<file path="config.mk">
export PLATFORM = sky130hd
export DESIGN_NAME = fasr_ctrl
export DESIGN_NICKNAME = d
export VERILOG_FILES = /design/src/fasr_pkg.sv /design/src/fasr_ctrl.sv
export SDC_FILE = /design/constraint.sdc
export NUM_CORES = 1
export LEC_CHECK = 0
export BUFFER_PORTS_ARGS = -buffer_cell sky130_fd_sc_hd__buf_2
export CAP_MARGIN = 30
export CORE_MARGIN = 2
export CORE_UTILIZATION = 40
export CTS_CLUSTER_SIZE = 40
export DETAILED_ROUTE_END_ITERATION = 6
export PLACE_DENSITY_LB_ADDON = 0.08
export SLEW_MARGIN = 20
export SYNTH_ARGS = -nofsm -noshare
export SYNTH_HDL_FRONTEND = slang
export SYNTH_SLANG_ARGS = --single-unit
</file>
<file path="constraint.sdc">
create_clock -name pclk -period 2.3 [get_ports pclk]
set_clock_uncertainty 0.15 [all_clocks]
set_input_delay 0 -clock pclk [delete_from_list [all_inputs] [get_ports pclk]]
set_output_delay 0 -clock pclk [all_outputs]
set_load 0.01 [all_outputs]
</file>
<file path="src/fasr_pkg.sv">
// fasr_pkg: constants and carriers for the flash status-polling controller.
// assumes a 20 MHz pclk and an asynchronous x16 parallel flash on the far side.
package fasr_pkg;
    localparam int CLK_MHZ = 20;
    // bus timing in ns; least times, rounded up to whole cycles
    localparam int T_ACC_NS = 90;
    localparam int T_WP_NS = 35;
    localparam int T_REC_NS = 35;
    localparam int ACC_CYC = (T_ACC_NS * CLK_MHZ + 999) / 1000;
    localparam int WP_CYC = (T_WP_NS * CLK_MHZ + 999) / 1000;
    localparam int REC_CYC = (T_REC_NS * CLK_MHZ + 999) / 1000;

    localparam int ADDR_W = 26;
    localparam int DATA_W = 16;

    // software register offsets
    localparam logic [7:0] OFS_CTRL = 8'h00;
    localparam logic [7:0] OFS_ADDR = 8'h04;
    localparam logic [7:0] OFS_WDATA = 8'h08;
    localparam logic [7:0] OFS_RDATA = 8'h0C;
    localparam logic [7:0] OFS_STAT = 8'h10;

    // status word views: bits 15:8 and 0 reserved; polling also hides bit 4
    localparam logic [15:0] SR_MASK = 16'h00FE;
    localparam logic [15:0] POLL_MASK = 16'h00EE;
    localparam logic [15:0] SR_RESET = 16'h0080;
    localparam int SR_READY_BIT = 7;
    localparam int POLL_BIT = 7;
    localparam int SR_ESUSP_BIT = 6;
    localparam int SR_EFAIL_BIT = 5;
    localparam int SR_PFAIL_BIT = 4;
    localparam int SR_ABORT_BIT = 3;
    localparam int SR_PSUSP_BIT = 2;
    localparam int SR_LOCK_BIT = 1;

    // STAT layout
    localparam int STAT_BUSY = 0;
    localparam int STAT_DONE = 1;
    localparam int STAT_SR_LSB = 16;

    typedef enum logic [1:0] {
        FASR_OP_WRITE,
        FASR_OP_READ,
        FASR_OP_STATUS,
        FASR_OP_POLL
    } fasr_op_t;

    typedef struct packed {
        logic [ADDR_W-1:0] addr;
        logic ce_n;
        logic oe_n;
        logic we_n;
        logic [DATA_W-1:0] dq_out;
        logic dq_oe_n;
    } fasr_pins_t;
endpackage : fasr_pkg

</file>
<file path="src/fasr_ctrl.sv">
// fasr_ctrl: host controller that drives the flash pins, reads its status
// register and runs data polling on line 7, under APB software control.
// assumes the flash answers within the fixed access time and needs no clock.
`timescale 1ns/1ps
module fasr_ctrl (
    input wire logic pclk,
    input wire logic presetn,
    input wire logic psel,
    input wire logic penable,
    input wire logic pwrite,
    input wire logic [7:0] paddr,
    input wire logic [31:0] pwdata,
    output logic [31:0] prdata,
    output logic pready,
    output logic pslverr,
    input wire logic [fasr_pkg::DATA_W-1:0] flash_dq_in,
    output fasr_pkg::fasr_pins_t flash_pins
);
    typedef enum logic [2:0] {
        FASR_IDLE,
        FASR_WR_PULSE,
        FASR_WR_REC,
        FASR_RD_ACC,
        FASR_RD_REC
    } fasr_state_t;

    function automatic logic reg_mapped(input logic [7:0] a);
        return a == fasr_pkg::OFS_CTRL || a == fasr_pkg::OFS_ADDR
            || a == fasr_pkg::OFS_WDATA || a == fasr_pkg::OFS_RDATA
            || a == fasr_pkg::OFS_STAT;
    endfunction : reg_mapped

    fasr_state_t state, next_state;
    fasr_pkg::fasr_op_t op, next_op;
    logic [3:0] cnt, next_cnt;
    logic final_rd, next_final_rd;
    logic busy, next_busy;
    logic done, next_done;
    logic [fasr_pkg::ADDR_W-1:0] addr, next_addr;
    logic [fasr_pkg::DATA_W-1:0] wdata, next_wdata;
    logic [fasr_pkg::DATA_W-1:0] rdata, next_rdata;
    logic [fasr_pkg::DATA_W-1:0] sr, next_sr;
    logic [fasr_pkg::DATA_W-1:0] rd_word, next_rd_word;
    fasr_pkg::fasr_pins_t next_pins;
    logic [31:0] next_prdata;
    logic next_pready;
    logic next_pslverr;
    logic wr_en;
    logic start;

    // status fields 6..1 as last read with the ready bit high; the ready bit follows every status read
    logic device_ready_flag;
    logic erase_suspended_flag;
    logic erase_result_flag;
    logic program_result_flag;
    logic buffer_abort_flag;
    logic program_suspended_flag;
    logic sector_locked_flag;

    // named view of the captured word; no state of its own
    always_comb begin
        device_ready_flag = sr[fasr_pkg::SR_READY_BIT];
        erase_suspended_flag = sr[fasr_pkg::SR_ESUSP_BIT];
        erase_result_flag = sr[fasr_pkg::SR_EFAIL_BIT];
        program_result_flag = sr[fasr_pkg::SR_PFAIL_BIT];
        buffer_abort_flag = sr[fasr_pkg::SR_ABORT_BIT];
        program_suspended_flag = sr[fasr_pkg::SR_PSUSP_BIT];
        sector_locked_flag = sr[fasr_pkg::SR_LOCK_BIT];
    end

    // apb register group
    always_comb begin
        wr_en = psel && penable && pready && pwrite && reg_mapped(paddr);
        next_addr = addr;
        next_wdata = wdata;
        // address and data are held while an access runs
        if (wr_en && paddr == fasr_pkg::OFS_ADDR && !busy) begin
            next_addr = pwdata[fasr_pkg::ADDR_W-1:0];
        end
        if (wr_en && paddr == fasr_pkg::OFS_WDATA && !busy) begin
            next_wdata = pwdata[fasr_pkg::DATA_W-1:0];
        end

        // zero-wait slave: answer in the first access cycle
        next_pready = psel && !penable;
        next_pslverr = psel && !penable && !reg_mapped(paddr);
        next_prdata = 32'h0000_0000;
        if (psel && !penable && !pwrite) begin
            unique case (paddr)
                fasr_pkg::OFS_CTRL: next_prdata = {30'h0000_0000, op};
                fasr_pkg::OFS_ADDR: next_prdata = 32'(addr);
                fasr_pkg::OFS_WDATA: next_prdata = 32'(wdata);
                fasr_pkg::OFS_RDATA: next_prdata = 32'(rdata);
                fasr_pkg::OFS_STAT: begin
                    next_prdata[fasr_pkg::STAT_BUSY] = busy;
                    next_prdata[fasr_pkg::STAT_DONE] = done;
                    // reserved bit 0 of the word never reaches software
                    next_prdata[fasr_pkg::STAT_SR_LSB +: 8] = {device_ready_flag,
                        erase_suspended_flag, erase_result_flag, program_result_flag,
                        buffer_abort_flag, program_suspended_flag, sector_locked_flag, 1'b0};
                end
                default: next_prdata = 32'h0000_0000;
            endcase
        end
    end

    always_comb begin
        start = wr_en && paddr == fasr_pkg::OFS_CTRL && !busy;
        next_state = state;
        next_op = op;
        next_cnt = cnt;
        next_final_rd = final_rd;
        next_busy = busy;
        next_done = done;
        next_rdata = rdata;
        next_sr = sr;
        next_rd_word = rd_word;
        next_pins = flash_pins;

        // one flash access at a time; every op ends in idle with done set
        unique case (state)
            FASR_IDLE: begin
                if (start) begin
                    next_op = fasr_pkg::fasr_op_t'(pwdata[1:0]);
                    next_busy = 1'b1;
                    next_done = 1'b0;
                    next_final_rd = 1'b0;
                    next_pins.addr = addr;
                    next_pins.ce_n = 1'b0;
                    if (fasr_pkg::fasr_op_t'(pwdata[1:0]) == fasr_pkg::FASR_OP_WRITE
                        || fasr_pkg::fasr_op_t'(pwdata[1:0]) == fasr_pkg::FASR_OP_STATUS) begin
                        next_state = FASR_WR_PULSE;
                        next_cnt = 4'(fasr_pkg::WP_CYC);
                        next_pins.we_n = 1'b0;
                        next_pins.dq_out = wdata;
                        next_pins.dq_oe_n = 1'b0;
                    end else begin
                        next_state = FASR_RD_ACC;
                        next_cnt = 4'(fasr_pkg::ACC_CYC);
                        next_pins.oe_n = 1'b0;
                    end
                end
            end
            FASR_WR_PULSE: begin
                next_cnt = cnt - 4'h1;
                if (cnt == 4'h1) begin
                    // rising write strobe ends the command; polling counts from here
                    next_pins.we_n = 1'b1;
                    next_pins.ce_n = 1'b1;
                    next_state = FASR_WR_REC;
                    next_cnt = 4'(fasr_pkg::REC_CYC);
                end
            end
            FASR_WR_REC: begin
                next_cnt = cnt - 4'h1;
                if (cnt == 4'h1) begin
                    next_pins.dq_oe_n = 1'b1;
                    if (op == fasr_pkg::FASR_OP_STATUS) begin
                        // read follows at once: the overlay lasts for one read only
                        next_state = FASR_RD_ACC;
                        next_cnt = 4'(fasr_pkg::ACC_CYC);
                        next_pins.ce_n = 1'b0;
                        next_pins.oe_n = 1'b0;
                    end else begin
                        next_state = FASR_IDLE;
                        next_busy = 1'b0;
                        next_done = 1'b1;
                    end
                end
            end
            FASR_RD_ACC: begin
                next_cnt = cnt - 4'h1;
                if (cnt == 4'h1) begin
                    next_rd_word = flash_dq_in;
                    next_pins.oe_n = 1'b1;
                    next_pins.ce_n = 1'b1;
                    next_state = FASR_RD_REC;
                    next_cnt = 4'(fasr_pkg::REC_CYC);
                end
            end
            FASR_RD_REC: begin
                next_cnt = cnt - 4'h1;
                if (cnt == 4'h1) begin
                    next_state = FASR_IDLE;
                    next_busy = 1'b0;
                    next_done = 1'b1;
                    unique case (op)
                        fasr_pkg::FASR_OP_READ: next_rdata = rd_word;
                        fasr_pkg::FASR_OP_STATUS: begin
                            next_rdata = rd_word & fasr_pkg::SR_MASK;
                            if (rd_word[fasr_pkg::SR_READY_BIT]) begin
                                // flags 6..1 kept only once ready: erase/program
                                // suspend, erase/program fail, abort, lock error
                                next_sr = rd_word & fasr_pkg::SR_MASK;
                            end else begin
                                // busy: reissue the status command and read again
                                next_sr[fasr_pkg::SR_READY_BIT] = 1'b0;
                                next_state = FASR_WR_PULSE;
                                next_busy = 1'b1;
                                next_done = 1'b0;
                                next_cnt = 4'(fasr_pkg::WP_CYC);
                                next_pins.ce_n = 1'b0;
                                next_pins.we_n = 1'b0;
                                next_pins.dq_out = wdata;
                                next_pins.dq_oe_n = 1'b0;
                            end
                        end
                        fasr_pkg::FASR_OP_POLL: begin
                            if (final_rd) begin
                                next_rdata = rd_word;
                            end else begin
                                // same word at any address while busy; only line 7
                                // is judged, against the true value in wdata[7]
                                next_rdata = rd_word & fasr_pkg::POLL_MASK;
                                // true value on line 7 ends polling (program bit or
                                // erase 1); next read takes real data
                                if (rd_word[fasr_pkg::POLL_BIT]
                                    == wdata[fasr_pkg::POLL_BIT]) begin
                                    next_final_rd = 1'b1;
                                end
                                // no time limit: protected-sector polls also end only when line 7 shows the true value
                                next_state = FASR_RD_ACC;
                                next_busy = 1'b1;
                                next_done = 1'b0;
                                next_cnt = 4'(fasr_pkg::ACC_CYC);
                                next_pins.ce_n = 1'b0;
                                next_pins.oe_n = 1'b0;
                            end
                        end
                        default: next_rdata = rd_word;
                    endcase
                end
            end
            default: next_state = FASR_IDLE;
        endcase
    end

    always_ff @(posedge pclk or negedge presetn) begin
        if (!presetn) begin
            addr <= '0;
            wdata <= 16'h0000;
            prdata <= 32'h0000_0000;
            pready <= 1'b0;
            pslverr <= 1'b0;
        end else begin
            addr <= next_addr;
            wdata <= next_wdata;
            prdata <= next_prdata;
            pready <= next_pready;
            pslverr <= next_pslverr;
        end
    end

    always_ff @(posedge pclk or negedge presetn) begin
        if (!presetn) begin
            state <= FASR_IDLE;
            op <= fasr_pkg::FASR_OP_WRITE;
            cnt <= 4'h0;
            final_rd <= 1'b0;
            busy <= 1'b0;
            done <= 1'b0;
            rdata <= 16'h0000;
            sr <= fasr_pkg::SR_RESET;
            rd_word <= 16'h0000;
            flash_pins <= '{addr: '0, ce_n: 1'b1, oe_n: 1'b1, we_n: 1'b1,
                            dq_out: 16'h0000, dq_oe_n: 1'b1};
        end else begin
            state <= next_state;
            op <= next_op;
            cnt <= next_cnt;
            final_rd <= next_final_rd;
            busy <= next_busy;
            done <= next_done;
            rdata <= next_rdata;
            sr <= next_sr;
            rd_word <= next_rd_word;
            flash_pins <= next_pins;
        end
    end
endmodule : fasr_ctrl

</file>
== Yosys cells after proc, flatten, opt, wreduce, memory -nomap -nowiden ==
Cells that the tools add are included.
Cells by class
  multiplexer cells: 68
  equal/unequal tests: 29
  add/sub/neg operators: 1
  reduce and logical (&&, ||, !) cells: 46
Operators by type and width (number)
  $pmux 16 s2: 2
  $mux 18: 3
  $pmux 14 s3: 1
  $mux 20: 2
  $mux 4: 7
  $mux 26: 1
  $ne 2x2->1 const B: 12
  $mux 1: 21
  $mux 2: 9
  $eq 8x4->1 const B: 2
  $mux 16: 1
  $pmux 4 s4: 1
  $pmux 8 s2: 1
  $mux 3: 5
  $pmux 3 s5: 1
  $reduce_and 7->1: 2
  $logic_and 1x1->1: 13
  $pmux 1 s3: 4
  $pmux 2 s5: 1
  $reduce_and 10->1: 1
  $reduce_and 5->1: 2
  $reduce_and 9->1: 1
  $eq 8x3->1 const B: 1
  $eq 8x5->1 const B: 1
  other kinds (29): 49
Storage, ports and cells
  register bits: 173
  output and inout bits: 80
  word-level logic and storage cells: 165
  input bits: 61

== Logic depth before layout (Yosys ltp) ==
Gate-level depths: netlist of the first run.
  depth in word-level cells: 10
  mapped depth: 8
  depth with buffers taken out: 7

== Worst setup path before layout of the first run ==
No wires, ideal clock.
  kind: reg2reg
  start: register cnt[0]
  end: register rd_word[0] in the netlist's numbering
  slack: 0.118 ns
  data required time: 2.025 ns
  path buffers: 2
  period minus slack after synthesis: 2.182 ns
  stages on the path, launching flop included: 7
  arrival: 1.908 ns
  library setup time: 0.125 ns
  cell sequence: dfrtp_1 ha_1 nor3b_1 buf_2 nand3_1 clkbuf_1 mux2_2
Between the ends
  word-level cells in the longest chain between the ends: 2
RTL lines
  start, declared: line fasr_ctrl.sv:35  | logic [3:0] cnt, next_cnt;
  start signal, assigned: line fasr_ctrl.sv:270  | cnt <= next_cnt;
  $eq 4x1->1: line fasr_ctrl.sv:173  | if (cnt == 4'h1) begin
  $reduce_and 2->1 (no source line)
  end signal, assigned: line fasr_ctrl.sv:276  | rd_word <= next_rd_word;
  end, declared: line fasr_ctrl.sv:43  | logic [fasr_pkg::DATA_W-1:0] rd_word, next_rd_word;
Every way passes these cells.
A chain may end at the register's enable or synchronous reset.

== Final worst setup path of the first run ==
  start: input port psel
  end: register prdata[1]
Between the ends
  word-level cells in the longest chain between the ends: 3
RTL lines
  start, declared: line fasr_ctrl.sv:8  | input wire logic psel,
  $logic_and 1x1->1
  named net next_pready: line fasr_ctrl.sv:46  | logic next_pready;
  $logic_and 1x1->1: line fasr_ctrl.sv:88  | if (psel && !penable && !pwrite) begin
  $mux 26: line fasr_ctrl.sv:88
  named net next_prdata[1]: line fasr_ctrl.sv:45  | logic [31:0] next_prdata;
  end signal, assigned: line fasr_ctrl.sv:248  | prdata <= next_prdata;
  end, declared: line fasr_ctrl.sv:13  | output logic [31:0] prdata,
The timed path passes the listed nets, and every way through them passes these cells.

==> results of run 1 <==
-- through the flow --
stage          cell area, sq um  instances
6_report                   9330        997
5_1_grt                    9330        997
4_1_cts                    9300        995
3_5_place_dp               8250        913
3_3_place_gp               8250        913
2_1_floorplan              7190        556
-- cells in the final DEF, fill, tap and decap left out, types with 3 or more instances in the layout --
cell type	netlist	layout
buf_12	0	3
a22oi_1	23	23
dlygate4sd3_1	0	53
inv_1	7	7
clkbuf_8	0	3
nor4_1	3	3
dfstp_2	5	5
buf_2	9	127
conb_1	1	6
clkinv_2	0	4
nor3_1	5	4
nand2_1	50	50
nor2_1	36	36
nand2b_1	5	4
buf_4	6	36
a21oi_1	9	9
clkbuf_16	0	17
mux2_2	95	95
mux2_4	20	20
and3_1	3	3
nor2b_1	4	4
o211ai_1	3	3
nor3b_1	3	3
o21ai_0	11	11
mux2_1	8	8
nand3_1	17	17
dfrtp_1	162	162
-- worst min-delay path: stages --
cell     delay (ps)
buf_2            90
nor4_1           60
nand2_1          90
nor2_1          150
nor3_1          160
-- path summary, 6_finish.rpt --
path                                              end                        from  cells after the start
max in group asynchronous        addr[19]$_DFFE_PN0P_                     presetn                      4
max                               prdata[1]$_DFF_PN0_                        psel                      8
min reg2reg                flash_pins[17]$_DFFE_PN1P_  flash_pins[17]$_DFFE_PN1P_                      2
min in group asynchronous        prdata[22]$_DFF_PN0_                     presetn                      3
min                                 pslverr$_DFF_PN0_                    paddr[1]                      5
max reg2reg                         sr[3]$_DFFE_PN0P_          cnt[1]$_DFFE_PN0P_                      7
-- flip-flops by register name, summed over array words and instances, names as in the netlist, 2 cells and up --
register,count
flash_pins,46
addr,26
prdata,26
rd_word,16
rdata,16
wdata,16
sr,7
cnt,4
state,3
op,2
-- layout make-up --
class / count / area, sq um
clock buffers: 21 / 470
clock inverters: 8 / 52.6
fillers: 1551 / 8090
inverters: 7 / 26.3
multi-input cells: 349 / 2810
flip-flops and latches: 167 / 4190
well taps: 225 / 282
repair buffers: 220 / 1510
-- routing by layer --
layer	track usage, %	share of wire (%)
met2	34.2	49
met3	3.44	3.7
met1	27.5	46
met5	0	0
met4	5.73	1.2
-- logic make-up (layout without fill, tap and decap cells) --
kind of cell               after synthesis  in the layout
buffers and inverters                   40            256
other                                    1              6
AOI/OAI and AO/OA                       66             66
xor gates and xnor gates                 2              2
muxes                                  125            125
and+or+nand+nor                        148            148
adders and majority gates                2              2
DFF                                    167            167
-- power groups by stage --
stage | combinational (mW) | clock [mW] | sequential [mW]
after floorplan | 1.02 | 0 | 3.57
after global placement | 1.62 | 0 | 3.64
after detailed placement | 1.63 | 0 | 3.64
after CTS | 1.71 | 2.62 | 3.59
after global routing | 1.93 | 2.74 | 3.64
final | 1.72 | 2.55 | 3.59
-- timing repair --
item                                   CTS  global route
setup buffers                            0             2
resized for setup                        0             3
endpoints found under the hold margin  240             0
setup endpoints to repair                0            10
hold buffers                            53             0
==> flow_summary.yaml, run 1 <==
worst_setup_path:
  required_ps: 2500
  arrival_ps: 2380
  worst-path-buf-inv: 5
  cp-start-kind: "input port"
  slowest_stage: "dlygate4sd3_1"
  worstPathMaxFanout: 9
  cp-end-kind: "flop"
  r2r_slack_ps: 150
  path_cells: "dlygate4sd3_1 > buf_2 > nand2b_1 > dlygate4sd3_1 > inv_1 > nand2b_2 > nor4_1 > dlygate4sd3_1"
  crit_top_cell: "dlygate4sd3_1"
  crit_type: "in -> reg"
  path_delay_family: "buffers and inverters"
  slowest_delay_ps: 590
grt:
  antenna_found_initial: 0
  grt_max_degree: 60
  grt_pass1_wl_mm: 29.2
  gr-total-overflow: 0
  first_global_vias: 5398
  track_usage_pct: 20.4
yosys:
  ys_top_cells_by_count: "dfrtp_1 (162), mux2_2 (95), nand2_1 (50), nor2_1 (36), a22oi_1 (23)"
  synthSimpleGateAreaFrac_pct: 10.7
  ys_ff_latch: 167
  yosysWarningCount: 0
  synth_top_area_share_pct: 56.6
  ys_top_cells_by_area: "dfrtp_1 (57%), mux2_2 (15%), mux2_4 (4.2%)"
  syn_inst: 551
  synth_compound_area_share_pct: 6.58
  synth_flop_cell: "dfrtp_1"
  synthArstFlopShare_pct: 100
  syn_area_per_cell_sq_um: 13.0
  yosysSeqAreaShare_pct: 58.4
  yosysMostFrequentCell: "dfrtp_1"
  synth-adder-area-share_pct: 0.349
  synth_area_sq_um: 7170
  yosys-mux-area-fraction_pct: 20.8
  synth_edf_count: 0
  synth_xor_area_share_pct: 0.244
  synth_top_area_cell: "dfrtp_1"
  synthDistinctLibCells: 65
  synth_top_family_by_area: "multiplexers"
pwr:
  ir_drop_mv: 0.688
  sw_frac_of_total_pct: 28.6
  p_int_mw: 5.62
  p_leak_nw: 4.84
  power.total_mw: 7.87
  p_switching_mw: 2.25
  p_seq_share_pct: 45.7
  clockPowerShare_pct: 32.4
  combPwrFrac_pct: 21.9
  powerDensity_nw_per_um2: 843
place:
  gp_congestion: 0.873
  io_buffers: 128
  place_ws_ps: 89.1
  dpl.hpwl_mm: 12.5
die:
  die_w_um: 138
  row_count: 48
  start_util_pct: 41.2
  core_area_sq_um: 17400
  die_h_um: 138
  ios: 141
  die_area_sq_um: 19000
clock_tree:
  clk_pin_slew_worst_paths_ps: 60
  clockBufferDepth: 2
  cts_tree: "built"
  clkLatencyLatePin_ps: 420
  clock-sinks: 167
  cts_buffers: 17
  cts_max_level: 4
  cts_root_buf: "clkbuf_16"
timing:
  hold_viol: 0
  rsz0062_at_grt: "no"
  holdWs_ps: 41.6
  max_freq_mhz: 459
  worst_slack_ps: 120
  fin_crit_ps: 2180
  finalSetupViolCount: 0
  final_min_period_over_clock_period_pct: 94.8
  tightest_slew_ps: 658
  drv_slew: 0
  slew_headroom_pct: 55.9
  tns_ps: 0
min_path:
  hold_path.class: "in -> reg"
routing:
  wl_per_cell_um: 18.4
  drt-vias-per-instance: 5.12
  drt_iter0_drc: 254
  totalWireLength_mm: 18.4
  ant_nets: 0
  drt-pass1-iter-count: 4
  drc_errors: 0
  route.vias.total: 5107
job:
  drv_cap: 0
final_layout:
  fin_util_pct: 53.6
  drive_gt1_share_pct: 43.3
  diodes: 0
  syn_to_final_growth_pct: 30.1
  nNetsFinal: 825
run_status:
  status: "complete, no violations"
Note: power is estimated with default switching activity, not from simulation.
==> run 2, diff against run 1 <==
clock period = 2.5 ns   (was 2.3 ns; I/O delays follow)
==> run 2 against run 1 <==
Flip-flop and latch count is the same; hold slack lost 32 ps; clock-buffer cell count is the same; highest routed layer unchanged; via count shrank 1.3%; critical path type is now reg -> reg.
==> flow_summary.yaml, run 2 (synthesis results as in run 1) <==
routing:
  ant_nets: 0
  wl_per_cell_um: 18.0
  drt_iter0_drc: 268
  wl_met1_mm: 8.19
  met2WireLength_mm: 8.62
  route.vias.total: 5041
  drc_errors: 0
  totalWireLength_mm: 17.8
  highest_layer: "met4"
  drt-pass1-iter-count: 5
  wl_met3_um: 834
  drt-vias-per-instance: 5.09
worst_setup_path:
  reg2reg_depth: 7
  cp-end-kind: "flop"
  required_ps: 2700
  crit_type: "reg -> reg"
  worstPathMaxFanout: 5
  cp-start-kind: "flop"
  arrival_ps: 2530
die:
  die_w_um: 138
  core_area_sq_um: 17400
  die_area_sq_um: 19000
  start_util_pct: 41.2
  row_count: 48
  ios: 141
  die_h_um: 138
timing:
  hold_viol: 0
  fin_crit_ps: 2340
  slew_headroom_pct: 53.2
  rsz0062_at_grt: "no"
  drv_slew: 0
  max_freq_mhz: 428
  tns_ps: 0
  tightest_slew_ps: 702
  final_min_period_over_clock_period_pct: 93.5
  finalSetupViolCount: 0
final_layout:
  syn_to_final_growth_pct: 31.0
  layout_commonest_cell: "dfrtp_1"
  largest_reg_flops: 46
  fin_util_pct: 53.9
  diodes: 0
  largestRegisters: "flash_pins: 46 flops, addr: 26 flops, prdata: 26 flops"
  layout_common_cells: "dfrtp_1 (162), buf_2 (127), mux2_2 (95)"
  drive_gt1_share_pct: 42.4
  top_register: "flash_pins"
  stdcell_area_sq_um: 9390
  nNetsFinal: 817
place:
  io_buffers: 128
  dpl_cell_area_sq_um: 8190
  dpl.hpwl_mm: 12.2
  gp_congestion: 0.866
clock_tree:
  clk_pin_slew_worst_paths_ps: 60
  cts_buffers: 17
  cts_root_buf: "clkbuf_16"
  clock-sinks: 167
  cts_tree: "built"
  post_cts_buffers: 0
  clockBufferDepth: 2
  clkLatencyLatePin_ps: 420
  cts_max_level: 4
grt:
  grt_max_degree: 74
  gr-total-overflow: 0
  track_usage_pct: 19.9
  antenna_found_initial: 0
  grt_pass1_wl_mm: 28.3
  first_global_vias: 5231
pwr:
  p_leak_nw: 4.85
  powerDensity_nw_per_um2: 808
  ir_drop_mv: 0.536
run_status:
  status: "complete, no violations"
min_path:
  hold_path.class: "in -> async"
job:
  drv_cap: 0
## run 2: cell count changes in the layout (fill, tap and decap cells not counted), moves of 2 or more
| cell | before | now |
|---|---|---|
| buf_4 | 36 | 25 |
| bufinv_16 | 0 | 4 |
| clkbuf_1 | 1 | 3 |
| clkbuf_8 | 3 | 1 |
| clkinv_2 | 4 | 1 |
| dlygate4sd3_1 | 53 | 55 |
## run 2: final timing paths
check	to	slack, ps	start
max reg2reg	done$_DFFE_PN0P_	160	cnt[1]$_DFFE_PN0P_
min	addr[22]$_DFFE_PN0P_	10	presetn
min in group pclk	cnt[0]$_DFFE_PN0P_	50	penable
min reg2reg	rdata[10]$_DFFE_PN0P_	320	rdata[10]$_DFFE_PN0P_
max	done$_DFFE_PN0P_	160	cnt[1]$_DFFE_PN0P_
max in group asynchronous	flash_pins[13]$_DFFE_PN0P_	1480	presetn
## run 2: stage by stage
| step | hold WS, ps | worst slack, ps | cells | total power, mW |
|---|---|---|---|---|
| 2_1_floorplan | -446 | 318 | 556 | 4.22 |
| 3_3_place_gp | -82.0 | 177 | 905 | 4.79 |
| 3_5_place_dp | -84.1 | 140 | 905 | 4.79 |
| 4_1_cts | 29.5 | 83.7 | 991 | 7.67 |
| 5_1_grt | 72.2 | 7.16 | 991 | 8.03 |
| 6_report | 10.0 | 164 | 991 | 7.59 |
## run 2: worst max-delay path: stages, from the launching register on
cell and delay [ps]:
dfrtp_1 420, inv_1 100, ha_1 150, or3b_1 440, nor3_1 340, nand2_1 180, a311oi_2 350, a41o_1 140
## run 2: cell type report
type	count	area [sq um]
inverter	7	26.3
multi-input combinational	349	2820
fill	1522	8020
clock inverter	10	170
clock buffer	21	450
timing repair buffer	212	1460
sequential	167	4190
tap	225	282
## run 2: layer usage
layer	GRT usage [%]	vias up
met5	0	-
met4	6.01	0
met3	3.69	12
met2	32.2	133
met1	27.4	2535
li1	-	2361
## run 2: repair_timing
action / 4_1_cts / 5_1_grt
hold buffers: 55 / 0
setup endpoints to repair: 0 / 7
hold endpoints to repair: 241 / 0
resized for setup: 0 / 6
## run 2: where the power goes
part           total, mW  internal, mW  switching [mW]
Sequential          3.31          3.06           0.247
Combinational       1.52         0.735           0.781
Clock               2.77          1.71            1.06
==> run 3, diff against run 2 <==
GPL_TIMING_DRIVEN = 1   (was default)
SETUP_SLACK_MARGIN = 0.2   (was default)
==> run 3 against run 2 <==
First-iteration DRC count is 8.2% lower; wire length grew 0.84%; final area up 0.64%; flip-flop and latch count stayed put; register-to-register slack gained 150 ps; utilization is 0.34 points higher; global-route usage rose by 0.087 points; sequential share of layout area fell by 0.28 points; via count is essentially flat; critical endpoint is now prdata[1]$_DFF_PN0_.
==> flow_summary.yaml, run 3 (synthesis results as in run 1) <==
run_status:
  status: "complete, no violations"
timing:
  tns_ps: 0
  drv_slew: 0
  tightest_slew_ps: 693
  holdWs_ps: 10.6
  slew_headroom_pct: 53.8
  rsz0062_at_grt: "yes"
  max_freq_mhz: 446
  hold_viol: 0
  final_min_period_over_clock_period_pct: 89.6
  fin_crit_ps: 2240
  finalSetupViolCount: 0
worst_setup_path:
  worstPathMaxFanout: 9
  worstReg2RegStart: "cnt[1]$_DFFE_PN0P_"
  cp-end-kind: "flop"
  startpoint: "psel"
  cp-endpoint: "prdata[1]$_DFF_PN0_"
  arrival_ps: 2440
  crit_top_cell: "dlygate4sd3_1"
  r2r_slack_ps: 310
  path_cells: "dlygate4sd3_1 > buf_2 > nand2b_1 > dlygate4sd3_1 > inv_1 > nand2b_1 > nor4_2 > dlygate4sd3_1"
  reg2reg_depth: 9
  slowest_stage: "dlygate4sd3_1"
  r2r-end: "cnt[2]$_DFFE_PN0P_"
  cp-start-kind: "input port"
  required_ps: 2700
  slowest_delay_ps: 590
  crit_type: "in -> reg"
final_layout:
  syn_to_final_growth_pct: 31.9
  largestRegisters: "flash_pins: 46 flops, addr: 26 flops, prdata: 26 flops"
  layout_commonest_cell: "dfrtp_1"
  layout_common_cells: "dfrtp_1 (162), buf_2 (127), mux2_2 (95)"
  diodes: 0
  top_register: "flash_pins"
  largest_reg_flops: 46
  drive_gt1_share_pct: 43.2
  nNetsFinal: 818
  fillers: 1518
clock_tree:
  clockBufferDepth: 2
  clkLatencyLatePin_ps: 420
  clock-sinks: 167
  post_cts_buffers: 0
  cts_buffers: 17
  cts_root_buf: "clkbuf_16"
  cts_max_level: 4
  clk_pin_slew_worst_paths_ps: 60
  cts_tree: "built"
routing:
  drt-pass1-iter-count: 5
  drt_iter0_drc: 246
  drt-vias-per-instance: 5.08
  drc_errors: 0
  ant_nets: 0
  totalWireLength_mm: 18.0
  route.vias.total: 5044
  wl_per_cell_um: 18.1
grt:
  gr-total-overflow: 0
  track_usage_pct: 20.0
  first_global_vias: 5236
  grt_pass1_wl_mm: 28.5
  antenna_found_initial: 0
  grt_max_degree: 74
die:
  die_h_um: 138
  die_area_sq_um: 19000
  core_area_sq_um: 17400
  row_count: 48
  start_util_pct: 41.2
  ios: 141
  die_w_um: 138
place:
  dpl.hpwl_mm: 12.2
  io_buffers: 128
  gp_congestion: 0.866
pwr:
  ir_drop_mv: 0.540
  powerDensity_nw_per_um2: 811
  p_leak_nw: 4.84
job:
  drv_cap: 0
min_path:
  hold_path.class: "in -> async"
[run 3: area by class of cell]
cell class              instances  area [sq um]  area share [%]
flip-flops and latches        167          4190            44.3
multi-input cells             349          2870            30.4
repair buffers                213          1470            15.5
clock buffers                  21           450            4.77
well taps                     225           282            2.98
clock inverters                10           170            1.80
inverters                       7          26.3           0.278
[run 3: through the flow]
step / std cells / util [%] / area, sq um / total power, mW / setup WS [ps]
2_1_floorplan: 556 / - / 7190 / 4.22 / 318
4_1_cts: 992 / 53.9 / 9380 / 7.68 / 191
3_5_place_dp: 905 / 47.0 / 8190 / 4.79 / 140
6_report: 992 / 54.3 / 9450 / 7.67 / 259
3_3_place_gp: 905 / 47.0 / 8190 / 4.79 / 177
5_1_grt: 992 / 54.3 / 9450 / 8.09 / 133
[run 3: critical path, delay by kind of cell]
kind / cells / cell delay (ps)
buffers and inverters: 5 / 1900
AND/OR/NAND/NOR: 3 / 540
[run 3: report_power, final]
part	total [mW]	internal (mW)	switching (mW)
Combinational	1.57	0.764	0.808
Clock	2.78	1.71	1.07
Sequential	3.32	3.06	0.256
[run 3: timing repair]
item / in CTS / in global routing
hold buffers: 56 / 0
hold endpoints to repair: 241 / 0
pin swaps: 0 / 2
resized for setup: 2 / 14
endpoints found under the setup margin: 3 / 54
[run 3: worst min-delay path by stage]
stage | from | end | slack [ps] | depth (start not counted)
after floorplan | presetn | addr[0]$_DFFE_PN0P_ | -450 | 0
after global routing | paddr[3] | prdata[5]$_DFF_PN0_ | 70 | 4
after CTS | penable | cnt[0]$_DFFE_PN0P_ | 30 | 5
after detailed placement | presetn | addr[22]$_DFFE_PN0P_ | -80 | 1
after global placement | presetn | flash_pins[42]$_DFFE_PN0P_ | -80 | 1
final | presetn | addr[22]$_DFFE_PN0P_ | 10 | 2
[run 3: metal layers]
layer	vias up	wire length, um	track usage [%]
met3	15	818	3.69
li1	2360	-	-
met4	0	201	6.01
met1	2543	8250	27.4
met2	126	8700	32.5
met5	-	0	0
